$ cat src/inc/io_space_pkg.sv
// constants, types and helpers for the low i/o register space
package io_space_pkg;

   // ----------------------------------------
   // i/o locations
   // ----------------------------------------
   localparam logic [5:0] IO_PORT_B_OUTPUT_PIN  = 6'h03;
   localparam logic [5:0] IO_PORT_B_OUTPUT_DIR  = 6'h04;
   localparam logic [5:0] IO_PORT_B_OUTPUT_OUT  = 6'h05;
   localparam logic [5:0] IO_PORT_C_OUTPUT_PIN  = 6'h06;
   localparam logic [5:0] IO_PORT_C_OUTPUT_DIR  = 6'h07;
   localparam logic [5:0] IO_PORT_C_OUTPUT_OUT  = 6'h08;
   localparam logic [5:0] IO_PORT_D_OUTPUT_PIN  = 6'h09;
   localparam logic [5:0] IO_PORT_D_OUTPUT_DIR  = 6'h0a;
   localparam logic [5:0] IO_PORT_D_OUTPUT_OUT  = 6'h0b;
   localparam logic [5:0] IO_T0_FLAGS   = 6'h15;
   localparam logic [5:0] IO_T1_FLAGS   = 6'h16;
   localparam logic [5:0] IO_T2_FLAGS   = 6'h17;
   localparam logic [5:0] IO_PC_FLAGS   = 6'h1b;
   localparam logic [5:0] IO_EXT_FLAGS  = 6'h1c;
   localparam logic [5:0] IO_EXT_MASK   = 6'h1d;
   localparam logic [5:0] IO_GP0        = 6'h1e;
   localparam logic [5:0] IO_NVM_CTRL   = 6'h1f;
   localparam logic [5:0] IO_NVM_DATA   = 6'h20;
   localparam logic [5:0] IO_NVM_ADRL   = 6'h21;
   localparam logic [5:0] IO_NVM_ADRH   = 6'h22;
   localparam logic [5:0] IO_PSC_CTRL   = 6'h23;
   localparam logic [5:0] IO_T0_CTRL_A  = 6'h24;
   localparam logic [5:0] IO_T0_CTRL_B  = 6'h25;
   localparam logic [5:0] IO_T0_COUNT   = 6'h26;
   localparam logic [5:0] IO_T0_CMP_A   = 6'h27;
   localparam logic [5:0] IO_T0_CMP_B   = 6'h28;
   localparam logic [5:0] IO_LAST_IMPL  = 6'h28;
   localparam logic [5:0] IO_BIT_LAST   = 6'h1f;

   // ----------------------------------------
   // data space map
   // ----------------------------------------
   localparam logic [7:0] MEM_IO_OFFSET = 8'h20;
   localparam logic [7:0] MEM_IO_LAST   = 8'h5f;
   localparam logic [7:0] MEM_EXT_BASE  = 8'h60;

   // ----------------------------------------
   // field masks and reset value
   // ----------------------------------------
   localparam logic [7:0] RESET_VAL     = 8'h00;
   localparam logic [7:0] FULL_MASK     = 8'hff;
   localparam logic [7:0] PORT_C_OUTPUT_MASK    = 8'h7f;
   localparam logic [7:0] T_FLAG_MASK   = 8'h07;
   localparam logic [7:0] T1_FLAG_MASK  = 8'h27;
   localparam logic [7:0] PC_FLAG_MASK  = 8'h07;
   localparam logic [7:0] EXT_FLAG_MASK = 8'h03;
   localparam logic [7:0] EXT_MASK_BITS = 8'h03;
   localparam logic [7:0] NVM_CTRL_MASK = 8'h3f;
   localparam logic [7:0] PSC_MASK      = 8'h83;
   localparam logic [7:0] T0_A_MASK     = 8'hf3;
   localparam logic [7:0] T0_B_MASK     = 8'hcf;

   typedef enum logic [1:0] {
      SET_IO_BIT_OP        = 2'h0,
      CLEAR_IO_BIT_OP      = 2'h1,
      SKIP_IF_IO_BIT_SET   = 2'h2,
      SKIP_IF_IO_BIT_CLEAR = 2'h3
   } bit_kind_t;

   typedef enum logic [1:0] {
      ST_IDLE     = 2'b01,
      ST_EXT_WAIT = 2'b10
   } seq_state_t;

   // software-writable bits of each location; zero for reserved
   function automatic logic [7:0] rw_mask(input logic [5:0] a);
      unique case (a)
         IO_PORT_B_OUTPUT_DIR, IO_PORT_B_OUTPUT_OUT, IO_PORT_D_OUTPUT_DIR, IO_PORT_D_OUTPUT_OUT: rw_mask = FULL_MASK;
         IO_PORT_C_OUTPUT_DIR, IO_PORT_C_OUTPUT_OUT:                              rw_mask = PORT_C_OUTPUT_MASK;
         IO_EXT_MASK:                                             rw_mask = EXT_MASK_BITS;
         IO_NVM_CTRL:                                             rw_mask = NVM_CTRL_MASK;
         IO_PSC_CTRL:                                             rw_mask = PSC_MASK;
         IO_T0_CTRL_A:                                            rw_mask = T0_A_MASK;
         IO_T0_CTRL_B:                                            rw_mask = T0_B_MASK;
         IO_GP0, IO_NVM_DATA, IO_NVM_ADRL, IO_NVM_ADRH,
         IO_T0_COUNT, IO_T0_CMP_A, IO_T0_CMP_B:                   rw_mask = FULL_MASK;
         default:                                                 rw_mask = RESET_VAL;
      endcase
   endfunction

   // status flags that clear on a written one
   function automatic logic [7:0] w1c_mask(input logic [5:0] a);
      unique case (a)
         IO_T0_FLAGS, IO_T2_FLAGS: w1c_mask = T_FLAG_MASK;
         IO_T1_FLAGS:              w1c_mask = T1_FLAG_MASK;
         IO_PC_FLAGS:              w1c_mask = PC_FLAG_MASK;
         IO_EXT_FLAGS:             w1c_mask = EXT_FLAG_MASK;
         default:                  w1c_mask = RESET_VAL;
      endcase
   endfunction

endpackage

$ cat src/core/pin_sync.sv
// two-stage synchroniser for port pin levels
`timescale 1ns/10ps
module pin_sync
   import io_space_pkg::*;
#(
   parameter int W = 8
) (
   input  wire logic         clk,
   input  wire logic         rst,
   input  wire logic         ce,
   input  wire logic [W-1:0] async_in,
   output logic      [W-1:0] sync_out
);

   logic [W-1:0] meta_q;

   // ----------------------------------------
   // two flops, first read only by second
   // ----------------------------------------
   always_ff @(posedge clk or posedge rst) begin
      if (rst) begin
         meta_q   <= '0;
         sync_out <= '0;
      end else if (ce) begin
         meta_q   <= async_in;
         sync_out <= meta_q;
      end
   end

endmodule

$ cat src/core/io_addr_map.sv
// maps direct i/o and data-space addresses onto i/o locations
`timescale 1ns/10ps
module io_addr_map
   import io_space_pkg::*;
(
   input  wire logic       io_sel,
   input  wire logic [5:0] io_addr,
   input  wire logic       mem_sel,
   input  wire logic [7:0] mem_addr,
   output logic            hit_io,
   output logic [5:0]      idx,
   output logic            bit_ok,
   output logic            hit_ext
);

   logic [7:0] mem_off;

   // ----------------------------------------
   // decode
   // ----------------------------------------
   always_comb begin
      mem_off = mem_addr - MEM_IO_OFFSET;
      hit_io  = 1'b0;
      idx     = 6'h00;
      bit_ok  = 1'b0;
      hit_ext = 1'b0;
      if (io_sel) begin
         // direct transfers carry only the i/o location, never the alias
         hit_io = 1'b1;
         idx    = io_addr;
         bit_ok = (io_addr <= IO_BIT_LAST);
      end else if (mem_sel) begin
         if (mem_addr >= MEM_EXT_BASE) begin
            hit_ext = 1'b1;
         end else if (mem_addr >= MEM_IO_OFFSET) begin
            hit_io = 1'b1;
            idx    = mem_off[5:0];
         end
      end
   end

endmodule

$ cat src/core/io_space_decoder.sv
// low i/o register space: direct, bit and data-space access
// ----------------------------------------
// What this block does
// - bit set/clear only on locations 0x00-0x1f
// - bit test and skip in bit range
// - writing one clears status flags
// - bit operations touch only the addressed bit
// - direct transfers use 6-bit locations 0x00-0x3f
// - data-space alias is location plus 0x20
// - extended 0x60-0xff only by load/store
// - direct transfers use i/o locations only
// ----------------------------------------
`timescale 1ns/10ps
module io_space_decoder
   import io_space_pkg::*;
(
   input  wire logic       CLOCK,
   input  wire logic       RST,
   input  wire logic       CE,
   input  wire logic       IO_REQ,
   input  wire logic       IO_WE,
   input  wire logic [5:0] IO_ADDR,
   input  wire logic       BIT_REQ,
   input  wire logic [1:0] BIT_KIND,
   input  wire logic [2:0] BIT_NUM,
   input  wire logic       MEM_REQ,
   input  wire logic       MEM_WE,
   input  wire logic [7:0] MEM_ADDR,
   input  wire logic [7:0] WDATA,
   input  wire logic [7:0] EXT_RDATA,
   input  wire logic [7:0] PORT_B_PINS,
   input  wire logic [7:0] PORT_C_PINS,
   input  wire logic [7:0] PORT_D_PINS,
   input  wire logic [7:0] T0_FLAG_SET,
   input  wire logic [7:0] T1_FLAG_SET,
   input  wire logic [7:0] T2_FLAG_SET,
   input  wire logic [7:0] PC_FLAG_SET,
   input  wire logic [7:0] EXT_FLAG_SET,
   output logic      [7:0] RDATA,
   output logic            RVALID,
   output logic            SKIP,
   output logic            EXT_RE,
   output logic            EXT_WE,
   output logic      [7:0] EXT_ADDR,
   output logic      [7:0] EXT_WDATA,
   output logic      [7:0] PORT_B_DIR,
   output logic      [7:0] PORT_B_OUT,
   output logic      [7:0] PORT_C_DIR,
   output logic      [7:0] PORT_C_OUT,
   output logic      [7:0] PORT_D_DIR,
   output logic      [7:0] PORT_D_OUT
);

   logic [7:0]  regs_q [0:IO_LAST_IMPL];
   logic [7:0]  pin_b;
   logic [7:0]  pin_c;
   logic [7:0]  pin_d;
   logic        io_sel;
   logic        mem_sel;
   logic        hit_io;
   logic [5:0]  idx;
   logic        bit_ok;
   logic        hit_ext;
   logic [7:0]  cur;
   logic [7:0]  onehot;
   logic        wr_en;
   logic [7:0]  wr_data;
   logic        rd_en;
   logic        test_en;
   logic        test_hit;
   seq_state_t  state_q;
   seq_state_t  state_d;

   // ----------------------------------------
   // pin synchronisers
   // ----------------------------------------
   pin_sync #(.W(8)) u_sync_b (
      .clk      (CLOCK),
      .rst      (RST),
      .ce       (CE),
      .async_in (PORT_B_PINS),
      .sync_out (pin_b)
   );

   pin_sync #(.W(8)) u_sync_c (
      .clk      (CLOCK),
      .rst      (RST),
      .ce       (CE),
      .async_in (PORT_C_PINS),
      .sync_out (pin_c)
   );

   pin_sync #(.W(8)) u_sync_d (
      .clk      (CLOCK),
      .rst      (RST),
      .ce       (CE),
      .async_in (PORT_D_PINS),
      .sync_out (pin_d)
   );

   // ----------------------------------------
   // address decode
   // ----------------------------------------
   // i/o side wins when core raises both; requests are refused during ext wait
   assign io_sel  = (IO_REQ | BIT_REQ) && state_q == ST_IDLE;
   assign mem_sel = MEM_REQ && state_q == ST_IDLE;

   io_addr_map u_map (
      .io_sel   (io_sel),
      .io_addr  (IO_ADDR),
      .mem_sel  (mem_sel),
      .mem_addr (MEM_ADDR),
      .hit_io   (hit_io),
      .idx      (idx),
      .bit_ok   (bit_ok),
      .hit_ext  (hit_ext)
   );

   // visible value of a location; reserved bits and locations read zero
   function automatic logic [7:0] read_io(input logic [5:0] a);
      logic [7:0] v;
      v = RESET_VAL;
      unique case (a)
         IO_PORT_B_OUTPUT_PIN: v = pin_b;
         IO_PORT_C_OUTPUT_PIN: v = pin_c & PORT_C_OUTPUT_MASK;
         IO_PORT_D_OUTPUT_PIN: v = pin_d;
         default: begin
            if (a <= IO_LAST_IMPL) begin
               v = regs_q[a] & (rw_mask(a) | w1c_mask(a));
            end
         end
      endcase
      return v;
   endfunction

   // ----------------------------------------
   // access control
   // ----------------------------------------
   always_comb begin
      cur      = read_io(idx);
      onehot   = 8'h01 << BIT_NUM;
      wr_en    = 1'b0;
      wr_data  = RESET_VAL;
      rd_en    = 1'b0;
      test_en  = 1'b0;
      test_hit = 1'b0;
      if (hit_io && BIT_REQ) begin
         if (bit_ok) begin
            unique case (bit_kind_t'(BIT_KIND))
               SET_IO_BIT_OP: begin
                  // flags of the same register see zero except the chosen bit
                  wr_en   = 1'b1;
                  wr_data = (cur & rw_mask(idx)) | onehot;
               end
               CLEAR_IO_BIT_OP: begin
                  wr_en   = 1'b1;
                  wr_data = (cur & rw_mask(idx)) & ~onehot;
               end
               SKIP_IF_IO_BIT_SET: begin
                  test_en  = 1'b1;
                  test_hit = |(cur & onehot);
               end
               SKIP_IF_IO_BIT_CLEAR: begin
                  test_en  = 1'b1;
                  test_hit = ~|(cur & onehot);
               end
            endcase
         end
      end else if (hit_io) begin
         wr_en   = (IO_REQ ? IO_WE : MEM_WE);
         wr_data = WDATA;
         rd_en   = ~wr_en;
      end
   end

   // ----------------------------------------
   // register storage
   // ----------------------------------------
   // masks stop reserved writes, so no location outside the map changes
   always_ff @(posedge CLOCK or posedge RST) begin
      if (RST) begin
         for (int i = 0; i <= int'(IO_LAST_IMPL); i++) begin
            regs_q[i] <= RESET_VAL;
         end
      end else if (CE) begin
         for (int i = 0; i <= int'(IO_LAST_IMPL); i++) begin
            logic [5:0] a;
            logic [7:0] rw;
            logic [7:0] fl;
            logic [7:0] clr;
            logic [7:0] v;
            a   = i[5:0];
            rw  = rw_mask(a);
            fl  = w1c_mask(a);
            clr = RESET_VAL;
            v   = regs_q[i];
            if (wr_en && idx == a) begin
               v   = (v & ~rw) | (wr_data & rw);
               clr = wr_data & fl;
            end
            // a flag event in the clearing cycle is kept
            unique case (a)
               IO_T0_FLAGS:  v = (v & ~clr) | (T0_FLAG_SET & fl);
               IO_T1_FLAGS:  v = (v & ~clr) | (T1_FLAG_SET & fl);
               IO_T2_FLAGS:  v = (v & ~clr) | (T2_FLAG_SET & fl);
               IO_PC_FLAGS:  v = (v & ~clr) | (PC_FLAG_SET & fl);
               IO_EXT_FLAGS: v = (v & ~clr) | (EXT_FLAG_SET & fl);
               default:      v = v;
            endcase
            regs_q[i] <= v;
         end
      end
   end

   // ----------------------------------------
   // extended region sequencing
   // ----------------------------------------
   always_comb begin
      state_d = state_q;
      unique case (state_q)
         ST_IDLE: begin
            if (hit_ext && !MEM_WE) begin
               state_d = ST_EXT_WAIT;
            end
         end
         ST_EXT_WAIT: state_d = ST_IDLE;
         default:     state_d = ST_IDLE;
      endcase
   end

   always_ff @(posedge CLOCK or posedge RST) begin
      if (RST) begin
         state_q <= ST_IDLE;
      end else if (CE) begin
         state_q <= state_d;
      end
   end

   always_ff @(posedge CLOCK or posedge RST) begin
      if (RST) begin
         EXT_RE    <= 1'b0;
         EXT_WE    <= 1'b0;
         EXT_ADDR  <= RESET_VAL;
         EXT_WDATA <= RESET_VAL;
      end else if (CE) begin
         EXT_RE <= hit_ext && !MEM_WE;
         EXT_WE <= hit_ext && MEM_WE;
         if (hit_ext) begin
            EXT_ADDR  <= MEM_ADDR;
            EXT_WDATA <= WDATA;
         end
      end
   end

   // ----------------------------------------
   // read answer and skip
   // ----------------------------------------
   // ext reads cost one extra cycle so the answer still comes from a flop
   always_ff @(posedge CLOCK or posedge RST) begin
      if (RST) begin
         RDATA  <= RESET_VAL;
         RVALID <= 1'b0;
      end else if (CE) begin
         RVALID <= 1'b0;
         if (state_q == ST_EXT_WAIT) begin
            RDATA  <= EXT_RDATA;
            RVALID <= 1'b1;
         end else if (rd_en) begin
            RDATA  <= cur;
            RVALID <= 1'b1;
         end else if (mem_sel && !hit_io && !hit_ext && !MEM_WE) begin
            RDATA  <= RESET_VAL;
            RVALID <= 1'b1;
         end
      end
   end

   always_ff @(posedge CLOCK or posedge RST) begin
      if (RST) begin
         SKIP <= 1'b0;
      end else if (CE) begin
         SKIP <= test_en && test_hit;
      end
   end

   // ----------------------------------------
   // port outputs
   // ----------------------------------------
   always_ff @(posedge CLOCK or posedge RST) begin
      if (RST) begin
         PORT_B_DIR <= RESET_VAL;
         PORT_B_OUT <= RESET_VAL;
         PORT_C_DIR <= RESET_VAL;
         PORT_C_OUT <= RESET_VAL;
         PORT_D_DIR <= RESET_VAL;
         PORT_D_OUT <= RESET_VAL;
      end else if (CE) begin
         PORT_B_DIR <= regs_q[IO_PORT_B_OUTPUT_DIR];
         PORT_B_OUT <= regs_q[IO_PORT_B_OUTPUT_OUT];
         PORT_C_DIR <= regs_q[IO_PORT_C_OUTPUT_DIR];
         PORT_C_OUT <= regs_q[IO_PORT_C_OUTPUT_OUT];
         PORT_D_DIR <= regs_q[IO_PORT_D_OUTPUT_DIR];
         PORT_D_OUT <= regs_q[IO_PORT_D_OUTPUT_OUT];
      end
   end

endmodule

$ cat config.mk
export PLATFORM = sky130hd
export DESIGN_NAME = io_space_decoder
export DESIGN_NICKNAME = d
export VERILOG_FILES = /design/src/inc/io_space_pkg.sv /design/src/core/pin_sync.sv /design/src/core/io_addr_map.sv /design/src/core/io_space_decoder.sv
export SDC_FILE = /design/constraint.sdc
export NUM_CORES = 1
export LEC_CHECK = 0
export BUFFER_PORTS_ARGS = -buffer_cell sky130_fd_sc_hd__buf_2
export CORE_MARGIN = 5
export CORE_UTILIZATION = 60
export CTS_CLUSTER_SIZE = 40
export DETAILED_ROUTE_END_ITERATION = 7
export GPL_ROUTABILITY_DRIVEN = 0
export MAX_ROUTING_LAYER = met4
export PLACE_DENSITY = 0.87
export SYNTH_ARGS = -nofsm -noshare
export SYNTH_HDL_FRONTEND = slang
export SYNTH_SLANG_ARGS = --single-unit
$ cat constraint.sdc
create_clock -name CLOCK -period 12.9 [get_ports CLOCK]
set_clock_uncertainty 0.1 [all_clocks]
set_input_delay 0.645 -clock CLOCK [delete_from_list [all_inputs] [get_ports CLOCK]]
set_output_delay 0.645 -clock CLOCK [all_outputs]
set_load 0.01 [all_outputs]
== After elaboration in Yosys (flattened, before gate mapping) ==
Memories as Yosys holds them, arrays and structs flattened.
Index checks and enable logic that the tools add are counted.

* Flip-flop bits (word level): 452
* Memory bits (read-only): 1536
* Bits of input ports: 107
* Output and inout port bits: 76
* Word-level logic and storage cells: 432
* Memories: 3

* $add $sub $neg: 1
* Magnitude comparators: 5
* Equality and inequality tests: 46
* Shifts and indexed selects: 1
* Multiplexer cells: 83
* Bitwise logic cells: 131
* Reductions and logical operators: 101

{| class="wikitable"
|+ Memories
! name !! words !! bits a word !! rd ports !! clocked after memory_dff !! wr ports !! RTL line !! text
|-
| (name not given) || 64 || 8 || 1 || 0 || 0 || io_space_pkg.sv:73 || <nowiki>unique case (a)</nowiki>
|-
| (name not given) || 64 || 8 || 1 || 0 || 0 || io_space_pkg.sv:73 ||
|-
| (name not given) || 64 || 8 || 1 || 0 || 0 || io_space_pkg.sv:73 ||
|}

{| class="wikitable"
|+ Operator list
! cell !! count
|-
| $and 8x8->8 || 66
|-
| $mux 8 || 49
|-
| $or 8x8->8 || 48
|-
| $not 8->8 || 14
|-
| $eq 6x5->1 const B || 16
|-
| $reduce_and 2->1 || 39
|-
| $eq 6x6->1 const B || 9
|-
| $logic_and 1x1->1 || 50
|-
| $bmux 8 s6 || 1
|-
| $eq 6x4->1 const B || 8
|-
| $eq 6x3->1 const B || 4
|-
| $mux 6 || 4
|-
| $pmux 8 s3 || 1
|-
| $mux 1 || 23
|-
| $pmux 6 s3 || 1
|-
| $pmux 8 s2 || 1
|-
| $eq 6x2->1 const B || 2
|-
| $ge 8x6->1 const B || 1
|-
| $ge 8x7->1 const B || 1
|-
| $reduce_or 8->1 || 1
|-
| $shl 1x3->8 const A || 1
|-
| $ge 7x7->1 const B || 1
|-
| $not 6->7 || 1
|-
| $eq 2x2->1 const B || 3
|-
| other kinds (16) || 23
|}

== Longest topological paths before layout ==
* Word-level depth: 25
* Gate-level depth with buffers: 14
* Gate-level depth less buffers: 10

== Hierarchy ==
From an unflattened synthesis, not the netlist that was laid out.

* Cells, all modules: 1125
* Area, all modules: 12390.6 µm²

{| class="wikitable"
|+ Modules (own cells, without submodules)
! module !! times used !! cells an instance !! area an instance (µm²) !! seq. area each (µm²)
|-
| io_space_decoder || 1 || 1000 || 10269.8 || 5406.4
|-
| pin_sync || 3 || 35 || 653.1 || 400.4
|-
| io_addr_map || 1 || 20 || 161.4 || 0.0
|}

== Worst setup path before layout ==
No wires, ideal clock.

* Path kind: in2reg
* From: in IO_REQ
* To: reg regs_q[145] in the netlist's numbering
* Setup time: 119 ps
* Data arrival time: 3150 ps
* Required time: 12681 ps
* Setup slack: 9532 ps
* Cell stages on the path: 12
* Path buffers: 2
* Cells stage by stage: or2_1 buf_4 or4_4 nand2_4 a222oi_1 o211a_1 nor4_1 and4b_1 o31a_1 buf_2 o21ai_1 nand2_1

* Cells in the longest elaborated chain, start to end: 23
* Elaborated cells between the ends (all ways): 61
* Those cells by class: order compare (1); eq/ne (8); mux (31); bitwise (14); reduce/logical (4); memory (3)

{| class="wikitable"
|+ Ends and longest elaborated chain
! item !! RTL line !! text
|-
| start, declared || io_space_decoder.sv:20 || <nowiki>input wire logic IO_REQ,</nowiki>
|-
| branches (longest 21 deep; another with $mem_v2 64x8) || - ||
|-
| $and 8x8->8 * || io_space_decoder.sv:204 || <nowiki>IO_T1_FLAGS: v = (v & ~clr) | (T1_FLAG_SET & fl);</nowiki>
|-
| $or 8x8->8 * || io_space_decoder.sv:204 ||
|-
| end signal, assigned by index || io_space_decoder.sv:210 || <nowiki>regs_q[i] <= v;</nowiki>
|-
| end, declared || io_space_decoder.sv:54 || <nowiki>logic [7:0] regs_q [0:IO_LAST_IMPL];</nowiki>
|}

Every way passes the cells marked *. The select of a mux whose other input is x is not followed.
A chain may end at the register's enable or synchronous reset.

== Worst setup path in the final report ==
* From: reg state_q[0]
* To: reg regs_q[137] in the netlist's numbering

* Cells in the longest elaborated chain, start to end: 24
* Elaborated cells between the ends (all ways): 63
* Those cells by class: order compare (1); eq/ne (9); mux (32); bitwise (13); reduce/logical (5); memory (3)

{| class="wikitable"
|+ Ends and longest elaborated chain
! item !! RTL line !! text
|-
| start, declared || io_space_decoder.sv:71 || <nowiki>seq_state_t state_q;</nowiki>
|-
| start signal, assigned || io_space_decoder.sv:235 || <nowiki>state_q <= state_d;</nowiki>
|-
| $eq 2x1->1 * || io_space_decoder.sv:105, io_space_decoder.sv:106 ||
|-
| branches (longest 21 deep; another with $mem_v2 64x8) || - ||
|-
| $and 8x8->8 * || io_space_decoder.sv:205 || <nowiki>IO_T2_FLAGS: v = (v & ~clr) | (T2_FLAG_SET & fl);</nowiki>
|-
| $or 8x8->8 * || io_space_decoder.sv:205 ||
|}

Marks and branches as above.

==> qor.txt <==
======================================================================================================
Total via count after detailed routing                                                           11400
Full die area                                                                               0.0242 mm²
Maximum clock rate                                                                           0.200 GHz
Post-CTS repair timing setup buffer count                                                            0
CTS tree                                                                                         built
Number of enable flip-flop cells after synthesis                                                     0
Total half-perimeter wirelength after legalization and detailed placement                     27000 µm
Maximum number of pins on one net before global-route repair                                       111
Source of the worst register-to-register timing path                                        state_q[0]
Drt pass-1 iters                                                                                     8
Fraction of registers with async set/reset                                                        100%
CP cell instances                                                                         and2b_1, nand2_1, a21oi_1, a21o_1, o211ai_1, nor4_1, and4b_1, o31a_1, buf_4, nand2b_1, a22o_1
Number of hold-repair buffers added at the cts stage                                                 0
Area of placed instances                                                                    0.0136 mm²
Clock transition at the register clock pins on the worst setup and hold paths after CTS          60 ps
Routed vias/inst                                                                                  6.89
Hold_ws                                                                                         142 ps
Setup TNS after final layout                                                                      0 ps
Hold Violations, Final                                                                               0
Antenna-violating nets left                                                                          0
CTS max path bufs                                                                                    3
Length of routed met3 wiring                                                                   5610 µm
Setup slack of the worst register-to-register path                                             7910 ps
Number of buffers created by CTS                                                                    27
Layout Utilization                                                                               69.7%
Cell count of the worst reg-to-reg path                                                             11
Global Route Usage Sum                                                                           33.4%
Share of cells above drive strength 1                                                            26.3%
CP startpoint                                                                               state_q[0]
Worst VDD drop                                                                                0.120 mV
Die width                                                                                       156 µm
CTS HTree Levels                                                                                     1
Failing checks                                                                            design-rule violations, max-capacitance violations
Highest net fanout along the worst path                                                             23
Max-slew violation count                                                                             0
DRC                                                                                                 39
Highest metal layer used by the detailed router                                                   met4
Cells after synthesis                                                                             1241
Routed met2 length                                                                            17300 µm
Unrepaired setup endpoints after global routing                                                     no
Layout area overhead                                                                             14.8%
Number of nets in the final layout                                                                1465
Total non-filler cell area in the finished layout                                           0.0146 mm²
Library cell contributing the largest single delay on the critical path                   sky130_fd_sc_hd__a21oi_1
Post-synthesis instance area                                                                0.0127 mm²
FF-to-FF End                                                                               regs_q[137]
Delay of the slowest cell on the worst path                                                     760 ps
Worst slew margin                                                                               0.357%
Synthesized area divided by synthesized cell count                                            10.3 µm²
Clock period minus worst slack                                                                 4990 ps
Clock latency reported for the late side of the worst-skew pair                                 550 ps
Crit path capture                                                                          regs_q[137]
Required arrival time at the worst endpoint                                                   13230 ps
Class of the worst hold path                                                              input port to asynchronous set/reset pin
Port buffer count                                                                                  154
Clock Tree Root                                                                           sky130_fd_sc_hd__clkbuf_16
Detailed router's first-iteration violation count                                                 2267
Sort of element at the start of the critical path                                             register
Endpoint type of the worst setup path                                                         register
Sum of internal, switching and leakage power                                                   2.17 mW
Flop and latch count out of synthesis                                                              262
Via count of the first global-routing pass                                                       11300
# Max-Cap Violations                                                                                 1
Global-route wire length before repair                                                        62400 µm
Netlist cell types                                                                                  88
Fillers                                                                                           1453
Critical path start-end classification                                                    register to register
Core Region                                                                                 0.0210 mm²
Antenna violations before repair                                                                     0
Setup violations, final                                                                              0
Leakage power                                                                                  6.60 nW
Resize count post-CTS                                                                                0
Detailed-route wire length                                                                    39900 µm
Tightest Pin Transition                                                                        1460 ps
Worst Path Arrival                                                                             5320 ps
Warnings, synthesis                                                                                  0
Routed length per placed instance                                                              24.1 µm
Sequential area share after synthesis                                                            51.5%
Row count                                                                                           53
Run status                                                                                finished, violations left
Clock sink count                                                                                   262
Sum of routed wire segments on met1                                                           14300 µm
Most instantiated flip-flop cell in the synthesis netlist                                 sky130_fd_sc_hd__dfrtp_1
I/O pin count                                                                                      183
Total power divided by cell area                                                            148 mW/mm²
Initial Util                                                                                     60.8%
Height of the die                                                                               156 µm
GRT overflow                                                                                         0
Period Utilization, post-route                                                                   38.7%
======================================================================================================
## worst min-delay path by stage
| stage | startpoint | end | slack [ps] | depth (start not counted) |
|---|---|---|---|---|
| after floorplan | regs_q[60] | regs_q[60] | 340 | 2 |
| after global placement | regs_q[60] | regs_q[60] | 360 | 2 |
| after detailed placement | regs_q[60] | regs_q[60] | 360 | 2 |
| after CTS | RST | regs_q[64] | 180 | 2 |
| after global routing | RST | regs_q[63] | 210 | 2 |
| final | RST | regs_q[64] | 140 | 2 |
## where the power goes
| group | switching, mW | internal [mW] |
|---|---|---|
| clock network | 0.330 | 0.524 |
| logic | 0.214 | 0.137 |
| registers | 0.0574 | 0.907 |
| total | 0.602 | 1.57 |
## sequential cells by signal, indices dropped and copies added, names as in the netlist
name / cells
PORT_C_DIR: 7
PORT_C_OUT: 7
u_sync_c.sync_out: 7
state_q: 2
EXT_WDATA: 8
u_sync_d.sync_out: 8
u_sync_b.sync_out: 8
PORT_B_DIR: 8
EXT_WE: 1
regs_q: 140
PORT_D_OUT: 8
EXT_ADDR: 8
PORT_B_OUT: 8
SKIP: 1
u_sync_d.meta_q: 8
PORT_D_DIR: 8
EXT_RE: 1
RDATA: 8
u_sync_c.meta_q: 7
RVALID: 1
u_sync_b.meta_q: 8
## critical path, delay by kind of cell (launching register included)
family,cells,cell delay [ps]
AND/OR/NAND/NOR,5,2290
AO/OA/AOI/OAI,5,1650
flip-flops,1,580
buffers and inverters,1,260
## final cells by class
type | count | area [µm²] | area share (%)
clock inverters | 10 | 208 | 1.42
inverters | 17 | 71.3 | 0.488
repair buffers | 172 | 908 | 6.22
clock buffers | 39 | 781 | 5.34
multi-input cells | 878 | 5740 | 39.3
flip-flops and latches | 262 | 6560 | 44.9
diodes | 1 | 2.50 | 0.0171
well taps | 275 | 344 | 2.35
## cell usage after synthesis (9+ instances only)
cell type / instances / area [µm²]
sky130_fd_sc_hd__a21oi_1: 92 / 460
sky130_fd_sc_hd__a222oi_1: 10 / 100
sky130_fd_sc_hd__a22o_1: 10 / 87.6
sky130_fd_sc_hd__a22oi_1: 10 / 75.1
sky130_fd_sc_hd__and3_1: 14 / 87.6
sky130_fd_sc_hd__buf_2: 23 / 115
sky130_fd_sc_hd__clkbuf_1: 52 / 195
sky130_fd_sc_hd__dfrtp_1: 261 / 6530
sky130_fd_sc_hd__inv_1: 17 / 63.8
sky130_fd_sc_hd__mux2_2: 123 / 1390
sky130_fd_sc_hd__mux2i_1: 15 / 150
sky130_fd_sc_hd__nand2_1: 124 / 465
sky130_fd_sc_hd__nand2b_1: 12 / 75.1
sky130_fd_sc_hd__nand3_1: 33 / 165
sky130_fd_sc_hd__nand4_1: 10 / 62.6
sky130_fd_sc_hd__nor2_1: 100 / 375
sky130_fd_sc_hd__nor2b_1: 9 / 56.3
sky130_fd_sc_hd__nor3_1: 19 / 95.1
sky130_fd_sc_hd__o21ai_0: 94 / 470
sky130_fd_sc_hd__o21ai_1: 19 / 95.1
sky130_fd_sc_hd__o22ai_1: 13 / 81.3
## cells by family after synthesis
kind of cell / share of synthesized area [%]
buffers and inverters: 3.44
AND/OR/NAND/NOR: 13.4
flip-flops: 51.5
multiplexers: 12.1
other: 0.0294
XOR/XNOR: 0.197
AO/OA/AOI/OAI: 19.3
## metal layers
metal	up-vias	global-route usage (%)
li1	4803	-
met1	5364	42.7
met2	971	49.0
met3	263	10.1
met4	0	15.8
met5	-	-
## cell usage in the layout, fill, tap and decap left out, types with 7 or more instances in the layout
cell type	instances
sky130_fd_sc_hd__dfrtp_1	261
sky130_fd_sc_hd__buf_2	153
sky130_fd_sc_hd__nand2_1	124
sky130_fd_sc_hd__mux2_2	123
sky130_fd_sc_hd__nor2_1	100
sky130_fd_sc_hd__o21ai_0	94
sky130_fd_sc_hd__a21oi_1	92
sky130_fd_sc_hd__nand3_1	33
sky130_fd_sc_hd__clkbuf_16	27
sky130_fd_sc_hd__nor3_1	19
sky130_fd_sc_hd__o21ai_1	19
sky130_fd_sc_hd__buf_4	19
sky130_fd_sc_hd__inv_1	16
sky130_fd_sc_hd__mux2i_1	15
sky130_fd_sc_hd__and3_1	14
sky130_fd_sc_hd__o22ai_1	13
sky130_fd_sc_hd__nand2b_1	12
sky130_fd_sc_hd__a222oi_1	10
sky130_fd_sc_hd__a22oi_1	10
sky130_fd_sc_hd__a22o_1	10
sky130_fd_sc_hd__nand4_1	10
sky130_fd_sc_hd__nor2b_1	9
sky130_fd_sc_hd__a31oi_1	8
sky130_fd_sc_hd__a211oi_1	8
sky130_fd_sc_hd__a2bb2oi_1	8
sky130_fd_sc_hd__a32o_1	7
sky130_fd_sc_hd__a21o_1	7
sky130_fd_sc_hd__o31ai_1	7
## through the flow
stage,std cells,worst slack [ps]
5_1_grt,1653,7810
3_3_place_gp,1604,8010
4_1_cts,1653,8160
3_5_place_dp,1604,8030
6_report,1654,7910
2_1_floorplan,1242,4940
Note: power is estimated with default switching activity, not from simulation.
